<file path="src/logic/rcas_map.svh">
`ifndef RCAS_MAP_SVH
`define RCAS_MAP_SVH
// register byte offsets
`define RCAS_OFS_STATUS 12'h000
`define RCAS_OFS_CTRL 12'h004
// status register fields
`define RCAS_ST_BUSY 0
`define RCAS_ST_WEL 1
`define RCAS_ST_REGISTER_WRITE_UNLOCK 2
`define RCAS_ST_BATT 4
`define RCAS_ST_AL0 5
`define RCAS_ST_AL1 6
// status write codes
`define RCAS_CODE_WEL 8'h02
`define RCAS_CODE_REGISTER_WRITE_UNLOCK 8'h06
`define RCAS_CODE_CLR 8'h00
// control register width and reset value
`define RCAS_CTRL_W 9
`define RCAS_CTRL_RST 9'h020
// oscillator and times
`define RCAS_OSC_HZ 32768
`define RCAS_POR_MS 250
`define RCAS_WD_MID_MS 750
`define RCAS_WD_LONG_MS 1750
`define RCAS_NV_MS 20
`define RCAS_POR_TICKS ((`RCAS_POR_MS * `RCAS_OSC_HZ) / 1000)
`define RCAS_WD_MID_TICKS ((`RCAS_WD_MID_MS * `RCAS_OSC_HZ) / 1000)
`define RCAS_WD_LONG_TICKS ((`RCAS_WD_LONG_MS * `RCAS_OSC_HZ) / 1000)
`define RCAS_NV_TICKS ((`RCAS_NV_MS * `RCAS_OSC_HZ) / 1000)
`define RCAS_PULSE_TICKS 2
// clock-out divider taps
`define RCAS_TAP_4K 2
`define RCAS_TAP_1HZ 14
`define RCAS_DIV_W 15
`endif

</file>
<file path="src/logic/rcas_pkg.sv">
package rcas_pkg;
  // reset supervisor states, gray along por -> run -> watchdog reset
  typedef enum logic [1:0] {
    SUP_POR = 2'b00,
    SUP_RUN = 2'b01,
    SUP_WDR = 2'b11
  } rcas_sup_e;

  // clock-out select encodings
  typedef enum logic [1:0] {
    FO_ALARM = 2'b00,
    FO_32K = 2'b01,
    FO_4K = 2'b10,
    FO_1HZ = 2'b11
  } rcas_fo_e;

  // watchdog period encodings
  typedef enum logic [1:0] {
    WD_LONG = 2'b00,
    WD_MID = 2'b01,
    WD_SHORT = 2'b10,
    WD_OFF = 2'b11
  } rcas_wd_e;

  // control register layout, msb first
  typedef struct packed {
    rcas_wd_e watchdog_period;
    logic bus_off_in_battery;
    logic supply_switch_policy;
    rcas_fo_e clock_out_select;
    logic pulsed_irq_select;
    logic alarm1_enable;
    logic alarm0_enable;
  } rcas_ctrl_s;

  // analog comparator results
  typedef struct packed {
    logic below_bat;
    logic above_bat;
    logic below_trip;
    logic above_trip;
  } rcas_cmp_s;
endpackage

</file>
<file path="src/logic/rcas_supervisor.sv">
// How it works
// - host writes 02h to set write enable
// - then 06h sets unlock and write enable
// - control write starts 20ms programming cycle
// - completed control write clears unlock latch
// - aborted write keeps unlock latch set
// - writing zero clears both latches
// - reads leave unlock state untouched
// - match sets alarm flag regardless of enable
// - status read clears both alarm flags
// - single-event mode holds interrupt low
// - either armed alarm drives shared output
// - pulsed mode pulses at every match of alarm 0 if armed, else of armed alarm 1
// - pulsed mode alarm 0 overrides alarm 1
// - pulsing stops only via select or enables
// - standard mode needs both low conditions
// - standard mode returns on either condition
// - legacy mode runs from higher supply
// - reset held until supply good 250ms
// - watchdog period field selects timeout
// - start restarts watchdog, ignored during reset
// - watchdog expiry asserts reset for the 250ms reset time
// - clock-out select nonzero overrides alarm pin
`include "rcas_map.svh"
`timescale 1ns/1ps
`default_nettype none
module rcas_supervisor #(
  parameter int POR_TICKS = `RCAS_POR_TICKS,
  parameter int WD_MID_TICKS = `RCAS_WD_MID_TICKS,
  parameter int WD_LONG_TICKS = `RCAS_WD_LONG_TICKS,
  parameter int NV_TICKS = `RCAS_NV_TICKS
) (
  input wire logic MCLK_I,
  input wire logic RST_N_I,
  input wire logic PSEL_I,
  input wire logic PENABLE_I,
  input wire logic PWRITE_I,
  input wire logic [11:0] PADDR_I,
  input wire logic [31:0] PWDATA_I,
  output logic [31:0] PRDATA_O,
  output logic PREADY_O,
  output logic PSLVERR_O,
  input wire logic OSC_CLK_I,
  input wire logic BUS_START_I,
  input wire logic ALARM0_MATCH_I,
  input wire logic ALARM1_MATCH_I,
  input wire logic SUPPLY_OK_I,
  input wire logic BELOW_BAT_I,
  input wire logic ABOVE_BAT_I,
  input wire logic BELOW_TRIP_I,
  input wire logic ABOVE_TRIP_I,
  output logic RESET_N_O,
  output logic IRQ_OR_CLOCK_OUT_PIN_N_O,
  output logic ON_BATTERY_O,
  output logic BUS_OFF_O
);
  logic pready_ff;
  logic [31:0] prdata_ff;
  logic pslverr_ff;
  logic wel_ff;
  logic register_write_unlock_ff;
  logic alarm0_flag_ff;
  logic alarm1_flag_ff;
  rcas_pkg::rcas_ctrl_s ctrl_ff;
  logic nv_busy_ff;
  logic [15:0] nv_cnt_ff;
  logic osc_d_ff;
  logic [`RCAS_DIV_W-1:0] div_ff;
  rcas_pkg::rcas_sup_e sup_ff;
  rcas_pkg::rcas_sup_e nxt_sup;
  logic [15:0] tick_cnt_ff;
  logic [15:0] nxt_tick_cnt;
  logic [1:0] pulse_cnt_ff;
  logic on_battery_ff;
  logic reset_n_ff;
  logic pin_n_ff;
  logic bus_off_ff;
  rcas_pkg::rcas_cmp_s cmp;
  logic osc_tick;
  logic acc_phase;
  logic acc_done;
  logic wr_done;
  logic rd_done;
  logic hit_status;
  logic hit_ctrl;
  logic ctrl_ok;
  logic [7:0] wbyte;
  logic [15:0] wd_limit;
  logic alarm_out_en;
  logic pulsed_mode;
  logic pulse_trig;
  logic irq_active;
  logic fout_lvl;
  logic [31:0] rd_word;

  // bus phase decode
  assign acc_phase = PSEL_I & PENABLE_I;
  assign acc_done = acc_phase & pready_ff;
  assign wr_done = acc_done & PWRITE_I;
  assign rd_done = acc_done & ~PWRITE_I;
  assign wbyte = PWDATA_I[7:0];
  assign cmp = {BELOW_BAT_I, ABOVE_BAT_I, BELOW_TRIP_I, ABOVE_TRIP_I};

  // address decode
  always_comb begin
    hit_status = 1'b0;
    hit_ctrl = 1'b0;
    if (PADDR_I == `RCAS_OFS_STATUS) begin
      hit_status = 1'b1;
    end else if (PADDR_I == `RCAS_OFS_CTRL) begin
      hit_ctrl = 1'b1;
    end
  end

  // control write needs the unlock latch and an idle programming cycle
  assign ctrl_ok = hit_ctrl & register_write_unlock_ff & ~nv_busy_ff;

  // read data mux
  always_comb begin
    rd_word = 32'h0000_0000;
    if (hit_status) begin
      rd_word[`RCAS_ST_BUSY] = nv_busy_ff;
      rd_word[`RCAS_ST_WEL] = wel_ff;
      rd_word[`RCAS_ST_REGISTER_WRITE_UNLOCK] = register_write_unlock_ff;
      rd_word[`RCAS_ST_BATT] = on_battery_ff;
      rd_word[`RCAS_ST_AL0] = alarm0_flag_ff;
      rd_word[`RCAS_ST_AL1] = alarm1_flag_ff;
    end else if (hit_ctrl) begin
      rd_word[`RCAS_CTRL_W-1:0] = ctrl_ff;
    end
  end

  // one wait state, answer registered
  always_ff @(posedge MCLK_I or negedge RST_N_I) begin
    if (!RST_N_I) begin
      pready_ff <= 1'b0;
      prdata_ff <= 32'h0000_0000;
      pslverr_ff <= 1'b0;
    end else begin
      pready_ff <= acc_phase & ~pready_ff;
      if (acc_phase & ~pready_ff) begin
        prdata_ff <= PWRITE_I ? 32'h0000_0000 : rd_word;
        pslverr_ff <= ~(hit_status | hit_ctrl) | (PWRITE_I & hit_ctrl & ~ctrl_ok);
      end
    end
  end

  // write enable and unlock latches
  always_ff @(posedge MCLK_I or negedge RST_N_I) begin
    if (!RST_N_I) begin
      wel_ff <= 1'b0;
      register_write_unlock_ff <= 1'b0;
    end else if (wr_done & hit_status) begin
      if (wbyte == `RCAS_CODE_WEL) begin
        wel_ff <= 1'b1;
      end else if (wbyte == `RCAS_CODE_REGISTER_WRITE_UNLOCK && wel_ff) begin
        wel_ff <= 1'b1;
        register_write_unlock_ff <= 1'b1;
      end else if (wbyte == `RCAS_CODE_CLR) begin
        wel_ff <= 1'b0;
        register_write_unlock_ff <= 1'b0;
      end
    end else if (wr_done & ctrl_ok) begin
      register_write_unlock_ff <= 1'b0;
    end
    // refused writes and any read leave both latches alone
  end

  // control register, written only when unlocked
  always_ff @(posedge MCLK_I or negedge RST_N_I) begin
    if (!RST_N_I) begin
      ctrl_ff <= `RCAS_CTRL_RST;
    end else if (wr_done & ctrl_ok) begin
      ctrl_ff <= PWDATA_I[`RCAS_CTRL_W-1:0];
    end
  end

  // programming cycle after a control write
  always_ff @(posedge MCLK_I or negedge RST_N_I) begin
    if (!RST_N_I) begin
      nv_busy_ff <= 1'b0;
      nv_cnt_ff <= 16'h0000;
    end else if (wr_done & ctrl_ok) begin
      nv_busy_ff <= 1'b1;
      nv_cnt_ff <= 16'h0000;
    end else if (nv_busy_ff && osc_tick) begin
      if (nv_cnt_ff == 16'(NV_TICKS - 1)) begin
        nv_busy_ff <= 1'b0;
      end
      nv_cnt_ff <= nv_cnt_ff + 16'h0001;
    end
  end

  // alarm flags, a match in the clearing cycle wins
  always_ff @(posedge MCLK_I or negedge RST_N_I) begin
    if (!RST_N_I) begin
      alarm0_flag_ff <= 1'b0;
      alarm1_flag_ff <= 1'b0;
    end else begin
      if (ALARM0_MATCH_I) begin
        alarm0_flag_ff <= 1'b1;
      end else if (rd_done & hit_status) begin
        alarm0_flag_ff <= 1'b0;
      end
      if (ALARM1_MATCH_I) begin
        alarm1_flag_ff <= 1'b1;
      end else if (rd_done & hit_status) begin
        alarm1_flag_ff <= 1'b0;
      end
    end
  end

  // oscillator edge and divider chain
  assign osc_tick = OSC_CLK_I & ~osc_d_ff;
  always_ff @(posedge MCLK_I or negedge RST_N_I) begin
    if (!RST_N_I) begin
      osc_d_ff <= 1'b0;
      div_ff <= '0;
    end else begin
      osc_d_ff <= OSC_CLK_I;
      if (osc_tick) begin
        div_ff <= div_ff + `RCAS_DIV_W'(1);
      end
    end
  end

  // interrupt modes
  assign alarm_out_en = (ctrl_ff.clock_out_select == rcas_pkg::FO_ALARM);
  assign pulsed_mode = ctrl_ff.pulsed_irq_select
    & (ctrl_ff.alarm0_enable | ctrl_ff.alarm1_enable);
  assign pulse_trig = ctrl_ff.alarm0_enable ? ALARM0_MATCH_I
    : (ctrl_ff.alarm1_enable & ALARM1_MATCH_I);

  // pulse stretcher for pulsed mode
  always_ff @(posedge MCLK_I or negedge RST_N_I) begin
    if (!RST_N_I) begin
      pulse_cnt_ff <= 2'h0;
    end else if (!pulsed_mode) begin
      pulse_cnt_ff <= 2'h0;
    end else if (pulse_trig) begin
      pulse_cnt_ff <= 2'(`RCAS_PULSE_TICKS);
    end else if (osc_tick && pulse_cnt_ff != 2'h0) begin
      pulse_cnt_ff <= pulse_cnt_ff - 2'h1;
    end
  end

  // single event holds while a flag of an armed alarm stands
  always_comb begin
    if (pulsed_mode) begin
      irq_active = (pulse_cnt_ff != 2'h0);
    end else begin
      irq_active = (ctrl_ff.alarm0_enable & alarm0_flag_ff)
        | (ctrl_ff.alarm1_enable & alarm1_flag_ff);
    end
  end

  // clock-out tap select
  always_comb begin
    case (ctrl_ff.clock_out_select)
      rcas_pkg::FO_32K: fout_lvl = OSC_CLK_I;
      rcas_pkg::FO_4K: fout_lvl = div_ff[`RCAS_TAP_4K];
      rcas_pkg::FO_1HZ: fout_lvl = div_ff[`RCAS_TAP_1HZ];
      default: fout_lvl = 1'b1;
    endcase
  end

  // shared pin register
  always_ff @(posedge MCLK_I or negedge RST_N_I) begin
    if (!RST_N_I) begin
      pin_n_ff <= 1'b1;
    end else begin
      pin_n_ff <= alarm_out_en ? ~irq_active : fout_lvl;
    end
  end

  // supply switchover
  always_ff @(posedge MCLK_I or negedge RST_N_I) begin
    if (!RST_N_I) begin
      on_battery_ff <= 1'b0;
    end else if (ctrl_ff.supply_switch_policy) begin
      if (!on_battery_ff && cmp.below_bat) begin
        on_battery_ff <= 1'b1;
      end else if (on_battery_ff && cmp.above_bat) begin
        on_battery_ff <= 1'b0;
      end
    end else begin
      if (!on_battery_ff && cmp.below_bat && cmp.below_trip) begin
        on_battery_ff <= 1'b1;
      end else if (on_battery_ff && (cmp.above_bat || cmp.above_trip)) begin
        on_battery_ff <= 1'b0;
      end
    end
  end

  // bus shutdown flag while on battery
  always_ff @(posedge MCLK_I or negedge RST_N_I) begin
    if (!RST_N_I) begin
      bus_off_ff <= 1'b0;
    end else begin
      bus_off_ff <= ctrl_ff.bus_off_in_battery & on_battery_ff;
    end
  end

  // watchdog period lookup
  always_comb begin
    case (ctrl_ff.watchdog_period)
      rcas_pkg::WD_SHORT: wd_limit = 16'(POR_TICKS);
      rcas_pkg::WD_MID: wd_limit = 16'(WD_MID_TICKS);
      rcas_pkg::WD_LONG: wd_limit = 16'(WD_LONG_TICKS);
      default: wd_limit = 16'h0000;
    endcase
  end

  // reset supervisor next state
  always_comb begin
    nxt_sup = sup_ff;
    nxt_tick_cnt = tick_cnt_ff;
    case (sup_ff)
      rcas_pkg::SUP_POR: begin
        if (!SUPPLY_OK_I) begin
          nxt_tick_cnt = 16'h0000;
        end else if (osc_tick) begin
          if (tick_cnt_ff == 16'(POR_TICKS - 1)) begin
            nxt_sup = rcas_pkg::SUP_RUN;
            nxt_tick_cnt = 16'h0000;
          end else begin
            nxt_tick_cnt = tick_cnt_ff + 16'h0001;
          end
        end
      end
      rcas_pkg::SUP_RUN: begin
        if (!SUPPLY_OK_I) begin
          nxt_sup = rcas_pkg::SUP_POR;
          nxt_tick_cnt = 16'h0000;
        end else if (BUS_START_I || wd_limit == 16'h0000) begin
          nxt_tick_cnt = 16'h0000;
        end else if (osc_tick) begin
          if (tick_cnt_ff == wd_limit - 16'h0001) begin
            nxt_sup = rcas_pkg::SUP_WDR;
            nxt_tick_cnt = 16'h0000;
          end else begin
            nxt_tick_cnt = tick_cnt_ff + 16'h0001;
          end
        end
      end
      rcas_pkg::SUP_WDR: begin
        if (!SUPPLY_OK_I) begin
          nxt_sup = rcas_pkg::SUP_POR;
          nxt_tick_cnt = 16'h0000;
        end else if (osc_tick) begin
          if (tick_cnt_ff == 16'(POR_TICKS - 1)) begin
            nxt_sup = rcas_pkg::SUP_RUN;
            nxt_tick_cnt = 16'h0000;
          end else begin
            nxt_tick_cnt = tick_cnt_ff + 16'h0001;
          end
        end
      end
      default: begin
        nxt_sup = rcas_pkg::SUP_POR;
        nxt_tick_cnt = 16'h0000;
      end
    endcase
  end

  // reset supervisor state and output
  always_ff @(posedge MCLK_I or negedge RST_N_I) begin
    if (!RST_N_I) begin
      sup_ff <= rcas_pkg::SUP_POR;
      tick_cnt_ff <= 16'h0000;
      reset_n_ff <= 1'b0;
    end else begin
      sup_ff <= nxt_sup;
      tick_cnt_ff <= nxt_tick_cnt;
      reset_n_ff <= (nxt_sup == rcas_pkg::SUP_RUN);
    end
  end

  assign PRDATA_O = prdata_ff;
  assign PREADY_O = pready_ff;
  assign PSLVERR_O = pslverr_ff;
  assign RESET_N_O = reset_n_ff;
  assign IRQ_OR_CLOCK_OUT_PIN_N_O = pin_n_ff;
  assign ON_BATTERY_O = on_battery_ff;
  assign BUS_OFF_O = bus_off_ff;
endmodule
`default_nettype wire
</file>
<file path="config.mk">
export PLATFORM = sky130hd
export DESIGN_NAME = rcas_supervisor
export DESIGN_NICKNAME = d
export VERILOG_FILES = /design/src/logic/rcas_pkg.sv /design/src/logic/rcas_supervisor.sv
export VERILOG_INCLUDE_DIRS = /design/src /design/src/logic
export SDC_FILE = /design/constraint.sdc
export NUM_CORES = 1
export LEC_CHECK = 0
export BUFFER_PORTS_ARGS = -buffer_cell sky130_fd_sc_hd__buf_2
export CAP_MARGIN = 10
export CORE_UTILIZATION = 38
export DETAILED_ROUTE_END_ITERATION = 10
export PLACE_DENSITY = 0.62
export RECOVER_POWER = 100
export SLEW_MARGIN = 20
export SYNTH_ARGS = -nofsm -noshare
export SYNTH_HDL_FRONTEND = slang
export SYNTH_SLANG_ARGS = --single-unit
</file>
<file path="constraint.sdc">
create_clock -name MCLK_I -period 3.2 [get_ports MCLK_I]
set_clock_uncertainty 0.2 [all_clocks]
set_input_delay 0.16 -clock MCLK_I [delete_from_list [all_inputs] [get_ports MCLK_I]]
set_output_delay 0.16 -clock MCLK_I [all_outputs]
set_load 0.01 [all_outputs]
</file>
# --- Word-level counts from Yosys, hierarchy flattened ---
# Index checks and enable logic that the tools add are counted.
op_classes:
  n_addsub: 5
  n_mul: 0
  div_mod_pow: 0
  order_cmp: 0
  n_eq_ne: 20
  shifts: 0
  mux: 53
  n_bitwise: 29
  n_reduce_logical: 30
ops:
  columns: ["cell", "count"]
  rows:
  - ["two-way mux 16 bit", 9]
  - ["case mux 16 bit (3 select lines)", 1]
  - ["adder 16 x 1 -> 16 bit, second input constant", 2]
  - ["case mux 16 bit (2 select lines)", 1]
  - ["two-way mux 1 bit", 24]
  - ["two-way mux 2 bit", 12]
  - ["AND 1 bit", 18]
  - ["two-way mux 9 bit", 2]
  - ["== test 16 x 10 -> 1 bit, second input constant", 1]
  - ["== test 16 x 13 -> 1 bit, second input constant", 1]
  - ["== test 16 bit", 1]
  - ["logical NOT 16 bit", 1]
  - ["subtractor 16 x 1 -> 16 bit, second input constant", 1]
  - ["adder 15 x 1 -> 15 bit, second input constant", 1]
  - ["== test 12 x 3 -> 1 bit, second input constant", 1]
  - ["logical NOT 12 bit", 1]
  - ["nonzero test 2 bit", 6]
  - ["!= test 3 x 1 -> 1 bit, second input constant", 3]
  - ["== test 2 x 1 -> 1 bit, second input constant", 4]
  - ["== test 2 bit, second input constant", 4]
  - ["== test 8 x 2 -> 1 bit, second input constant", 1]
  - ["== test 8 x 3 -> 1 bit, second input constant", 1]
  - ["logical NOT 8 bit", 1]
  - ["AND reduction 2 bit", 4]
  - ["16 further kinds", 36]
totals:
  regBits: 104
  latch_bits: 0
  ram_bits: 0
  romBits: 0
  in_bits: 58
  output_inout_bits: 38
  word_cells: 162
  n_memories: 0

# --- Depth between registers and ports, before layout ---
depth:
  ltp_word: 10
  mapped_depth: 9
  mapped_depth_nobuf: 8

# --- Worst setup path after synthesis ---
# No wires, ideal clock.
synth_path:
  path_kind: "reg-to-reg"
  from: "register sup_ff[1]"
  to: "register tick_cnt_ff[15]"
  setup_ns: 0.118
  arrival_ns: 1.845
  t_required_ns: 2.882
  path_slack_ns: 1.037
  path_stages_with_launch: 9
  n_path_buf: 0
  period_less_slack_ns: 2.163
  cell_sequence: "dfrtp_1 -> inv_1 -> ha_1 -> or3b_4 -> a211oi_4 -> nor2_1 -> nand4_1 -> xor2_1 -> nor2_1"
synth_between:
  elab_chain_cells: 4
  elab_cells_between_ends: 8
  cone_classes: "4 x eq/ne; 1 x mux; 3 x reduce/logical"
synth_rtl:
  columns: ["item", "line", "source"]
  rows:
  - ["start, declared", "rcas_supervisor.sv:69", "rcas_pkg::rcas_sup_e sup_ff;"]
  - ["start signal, assigned", "rcas_supervisor.sv:369", "sup_ff <= rcas_pkg::SUP_POR;"]
  - ["start signal, assigned", "rcas_supervisor.sv:373", "sup_ff <= nxt_sup;"]
  - ["== test 2 bit / logical NOT 2 bit (equally long branches)", "rcas_supervisor.sv:318", "case (sup_ff)"]
  - ["OR reduction 2 bit (no line)", null, null]
  - ["!= test 3 x 2 -> 1 bit (no line)", null, null]
  - ["AND reduction 2 bit (no line)", null, null]
  - ["end signal, assigned", "rcas_supervisor.sv:374", "tick_cnt_ff <= nxt_tick_cnt;"]
  - ["end, declared", "rcas_supervisor.sv:71", "logic [15:0] tick_cnt_ff;"]
# Parallel ways exist; a longest one is shown, timed or not.
# A chain may end at the register's enable or synchronous reset.

# --- Final worst setup path ---
layout_path:
  from: "register ctrl_ff[7] (netlist name)"
  to: "register tick_cnt_ff[14]"
layout_between:
  elab_chain_cells: 9
  elab_cells_between_ends: 15
  cone_classes: "1 x add/sub; 4 x eq/ne; 6 x mux; 4 x reduce/logical"
layout_rtl:
  columns: ["item", "line", "source"]
  rows:
  - ["start, declared", "rcas_supervisor.sv:64", "rcas_pkg::rcas_ctrl_s ctrl_ff;"]
  - ["start signal, assigned", "rcas_supervisor.sv:172", "ctrl_ff <= `RCAS_CTRL_RST;"]
  - ["start signal, assigned", "rcas_supervisor.sv:174", "ctrl_ff <= PWDATA_I[`RCAS_CTRL_W-1:0];"]
  - ["== test 2 x 1 -> 1 bit, or another cell as far along", "rcas_supervisor.sv:306", "case (ctrl_ff.watchdog_period)"]
  - ["case mux 16 bit (3 select lines) *", "rcas_supervisor.sv:306", null]
  - ["subtractor 16 x 1 -> 16 bit", "rcas_supervisor.sv:338", "if (tick_cnt_ff == wd_limit - 16'h0001) begin"]
  - ["== test 16 bit", "rcas_supervisor.sv:338", null]
  - ["two-way mux 16 bit", "rcas_supervisor.sv:338", null]
  - ["two-way mux 16 bit", "rcas_supervisor.sv:337", "end else if (osc_tick) begin"]
  - ["two-way mux 16 bit", "rcas_supervisor.sv:335", "end else if (BUS_START_I || wd_limit == 16'h0000) begin"]
  - ["two-way mux 16 bit", "rcas_supervisor.sv:332", "if (!SUPPLY_OK_I) begin"]
  - ["case mux 16 bit (2 select lines)", "rcas_supervisor.sv:318", null]
# Every way passes the cells marked *; elsewhere a longest branch is shown, timed or not. The select of a mux whose other input is x is not followed.

==> results.yml <==
outcome:
  status: "finished with violations"
  violations: "max-capacitance violations, max-slew violations"
global_routing:
  grt-ovfl-total: 0
  grt_pass1_vias: 3163
  grtUsageMet3_pct: 3.69
  antenna_found_initial: 0
  grt_pass1_wl_microns: 14400
  met2_usage_pct: 26.5
  grt_max_degree: 82
  global_route.peak_usage_layer: "met2"
  grt_use_met1_pct: 20.3
  grt_util_all_layers_pct: 15.8
run:
  cap_violations: 1
cells_and_area:
  nFillCells: 1038
  instances_no_fill: 648
  diodes: 0
  final_nets: 573
  seq_area_sq_um: 2030
  layout_common_cells: "dfrtp_1 (79), nor2_1 (53), nand2_1 (42)"
  final_area_sq_um: 4940
  syn_to_final_growth_pct: 15.9
  multi_input_area_sq_um: 2040
  final_common_cell: "dfrtp_1"
  layout-drive-gt1-share_pct: 15.6
sta:
  rsz0062_at_grt: "false"
  holdWs_ps: 66.4
  fin_ws_ps: 536
  fmax_mhz: 375
  maxSlewHeadroom_pct: -29.7
  hold_violations: 0
  fin_crit_ps: 2660
  finalSetupTns_ps: 0
  finalSetupViolations: 0
  fin_crit_sh_pct: 83.3
  drv_slew: 82
  tightest_slew_ps: 1950
power_and_ir_drop:
  power_density_nw_per_um2: 440
  p_sw_uw: 566
  comb_power_share_pct: 8.8
  peakVddDrop_v: 0.000212
  seq_power_share_pct: 51.4
  internal_power_mw: 1.61
  p_leak_nw: 2.30
  p_sw_share_pct: 26.0
  p_clk_share_pct: 39.8
worst_setup_path:
  crit_path_end_kind: "register"
  r2r-end: "tick_cnt_ff[14]"
  r2r_cells: 8
  r2r_slack_ps: 540
  critPathRequiredTime_ps: 3250
  critPathKind: "reg -> reg"
  worstPathMaxFanout: 10
  worstSetupStartpointType: "register"
  worstPathArrival_ps: 2710
  r2r_start: "ctrl_ff[7]"
clock_tree:
  cts_root_buf: "clkbuf_8"
  clk_path_buf_depth: 2
  cts_resized: 0
  cts.sinks: 81
  cts_buffers: 9
  insertion_delay_ps: 350
  htree_levels: 3
  cts_tree: "built"
  path_clk_slew_ps: 90
routing:
  drtIter0Drc: 150
  vias: 3239
  antenna_left: 0
  drcViolationCount: 0
  drt-pass1-iter-count: 4
  avgViaCountPerCell: 5.00
  finalWirelength_microns: 8450
  wl_per_cell_microns: 13.0
floorplanning:
  die_h_microns: 108
  num_rows: 38
  start_util_pct: 39.1
  die_x_microns: 108
  pin_count: 96
  dieArea_sq_um: 11600
  coreArea_sq_um: 10900
place:
  dpl.cell_count: 614
  pre_cts_ws_ps: 763
  dpl-instance-area_sq_um: 4570
  globalplace.congestion: 0.792
  io_buffers: 49
  place_hpwl_microns: 5940
logic_synthesis:
  synth_cell_types: 50
  netlist_top_cells_area: "dfrtp_1 (46%), xor2_1 (4.7%), nor2_1 (4.7%)"
  ys_seq_area_share_pct: 47.6
  synth_async_sr_flop_share_pct: 100
  synth_warnings: 0
  syn_avg_cell_area_sq_um: 9.84
  ys_seq_elements: 81
  syn-cell-area_sq_um: 4260
  synth_edf_count: 0
  synth_ff_type: "dfrtp_1"
  yosys.area.top_type: "dfrtp_1"
  post-synth-top-area-fraction_pct: 46.4
  synthCells: 433
min_path:
  hold_depth: 5
  min_from: "PADDR_I[2]"
  min_to: "PRDATA_O[8]"
  min_path_type: "in -> reg"
-- worst max-delay path, cell delays in order, from the launching register on --
cell     delay (ps)
dfrtp_1         410
inv_1            90
ha_1            300
xnor2_1         140
and4_1          250
a21oi_1          80
o21ai_1         610
o21ai_0         190
a22o_2          280
-- power groups by stage --
stage,registers (mW),clock network [mW],logic (mW)
3_3_place_gp,1.14,0,0.171
5_1_grt,1.13,0.929,0.222
6_report,1.12,0.865,0.190
2_1_floorplan,1.13,0,0.123
3_5_place_dp,1.14,0,0.175
4_1_cts,1.12,0.891,0.196
-- synth_stat cells (8+ instances only) --
master / count
nor3_1: 8
a21oi_1: 13
mux2_2: 9
o21ai_0: 23
ha_1: 12
nand3_1: 18
nand4_1: 20
buf_4: 24
and3_1: 8
inv_1: 12
dfrtp_1: 79
xor2_1: 23
nor2_1: 53
nand2_1: 42
xnor2_1: 15
-- routing by layer --
metal	up-vias	wire (microns)
met5	-	0
met1	1563	3960
met2	71	4030
li1	1595	-
met4	0	89
met3	10	365
-- cell type report --
type	instances	share of cell area (%)
clock buffers	9	2.51
clock inverters	7	2.20
inverters	12	0.912
multi-input cells	330	41.3
flip-flops and latches	81	41.1
well taps	140	3.55
repair buffers	69	8.43
-- registers in the layout (all words and copies together) (netlist names), 2 cells and up --
register,flops
div_ff,15
pulse_cnt_ff,2
nv_cnt_ff,16
ctrl_ff,9
sup_ff,2
PRDATA_O,9
tick_cnt_ff,16
-- logic make-up after synthesis --
kind of cell,count (synthesis),synth area share (%)
xor+xnor,38,7.81
simple gates,187,22.5
flops,81,47.6
compound gates,60,9.43
fa+ha+maj,12,3.52
other cells,1,0.0880
buf+inv,44,6.08
mux,10,2.91
-- repair_timing --
item / CTS / global route
setup buffers: 0 / 0
setup endpoints to repair: 0 / 0
hold buffers: 18 / 0
hold endpoints to repair: 105 / 0
-- worst max path at each step --
stage,start,endpoint,slack (ps),cells after the start
after CTS,sup_ff[1],tick_cnt_ff[15],760,8
after global routing,ctrl_ff[7],tick_cnt_ff[14],340,8
after detailed placement,PADDR_I[5],ctrl_ff[7],760,6
final,ctrl_ff[7],tick_cnt_ff[14],540,8
after floorplan,sup_ff[1],tick_cnt_ff[15],1040,8
after global placement,PADDR_I[1],ctrl_ff[7],860,6
-- per-stage QoR --
| step | power (mW) | utilization, % |
|---|---|---|
| 4_1_cts | 2.20 | 45.8 |
| 3_5_place_dp | 1.31 | 42.0 |
| 5_1_grt | 2.28 | 45.4 |
| 6_report | 2.17 | 45.4 |
| 2_1_floorplan | 1.25 | - |
| 3_3_place_gp | 1.31 | 42.0 |
(Power assumes the default switching activity.)
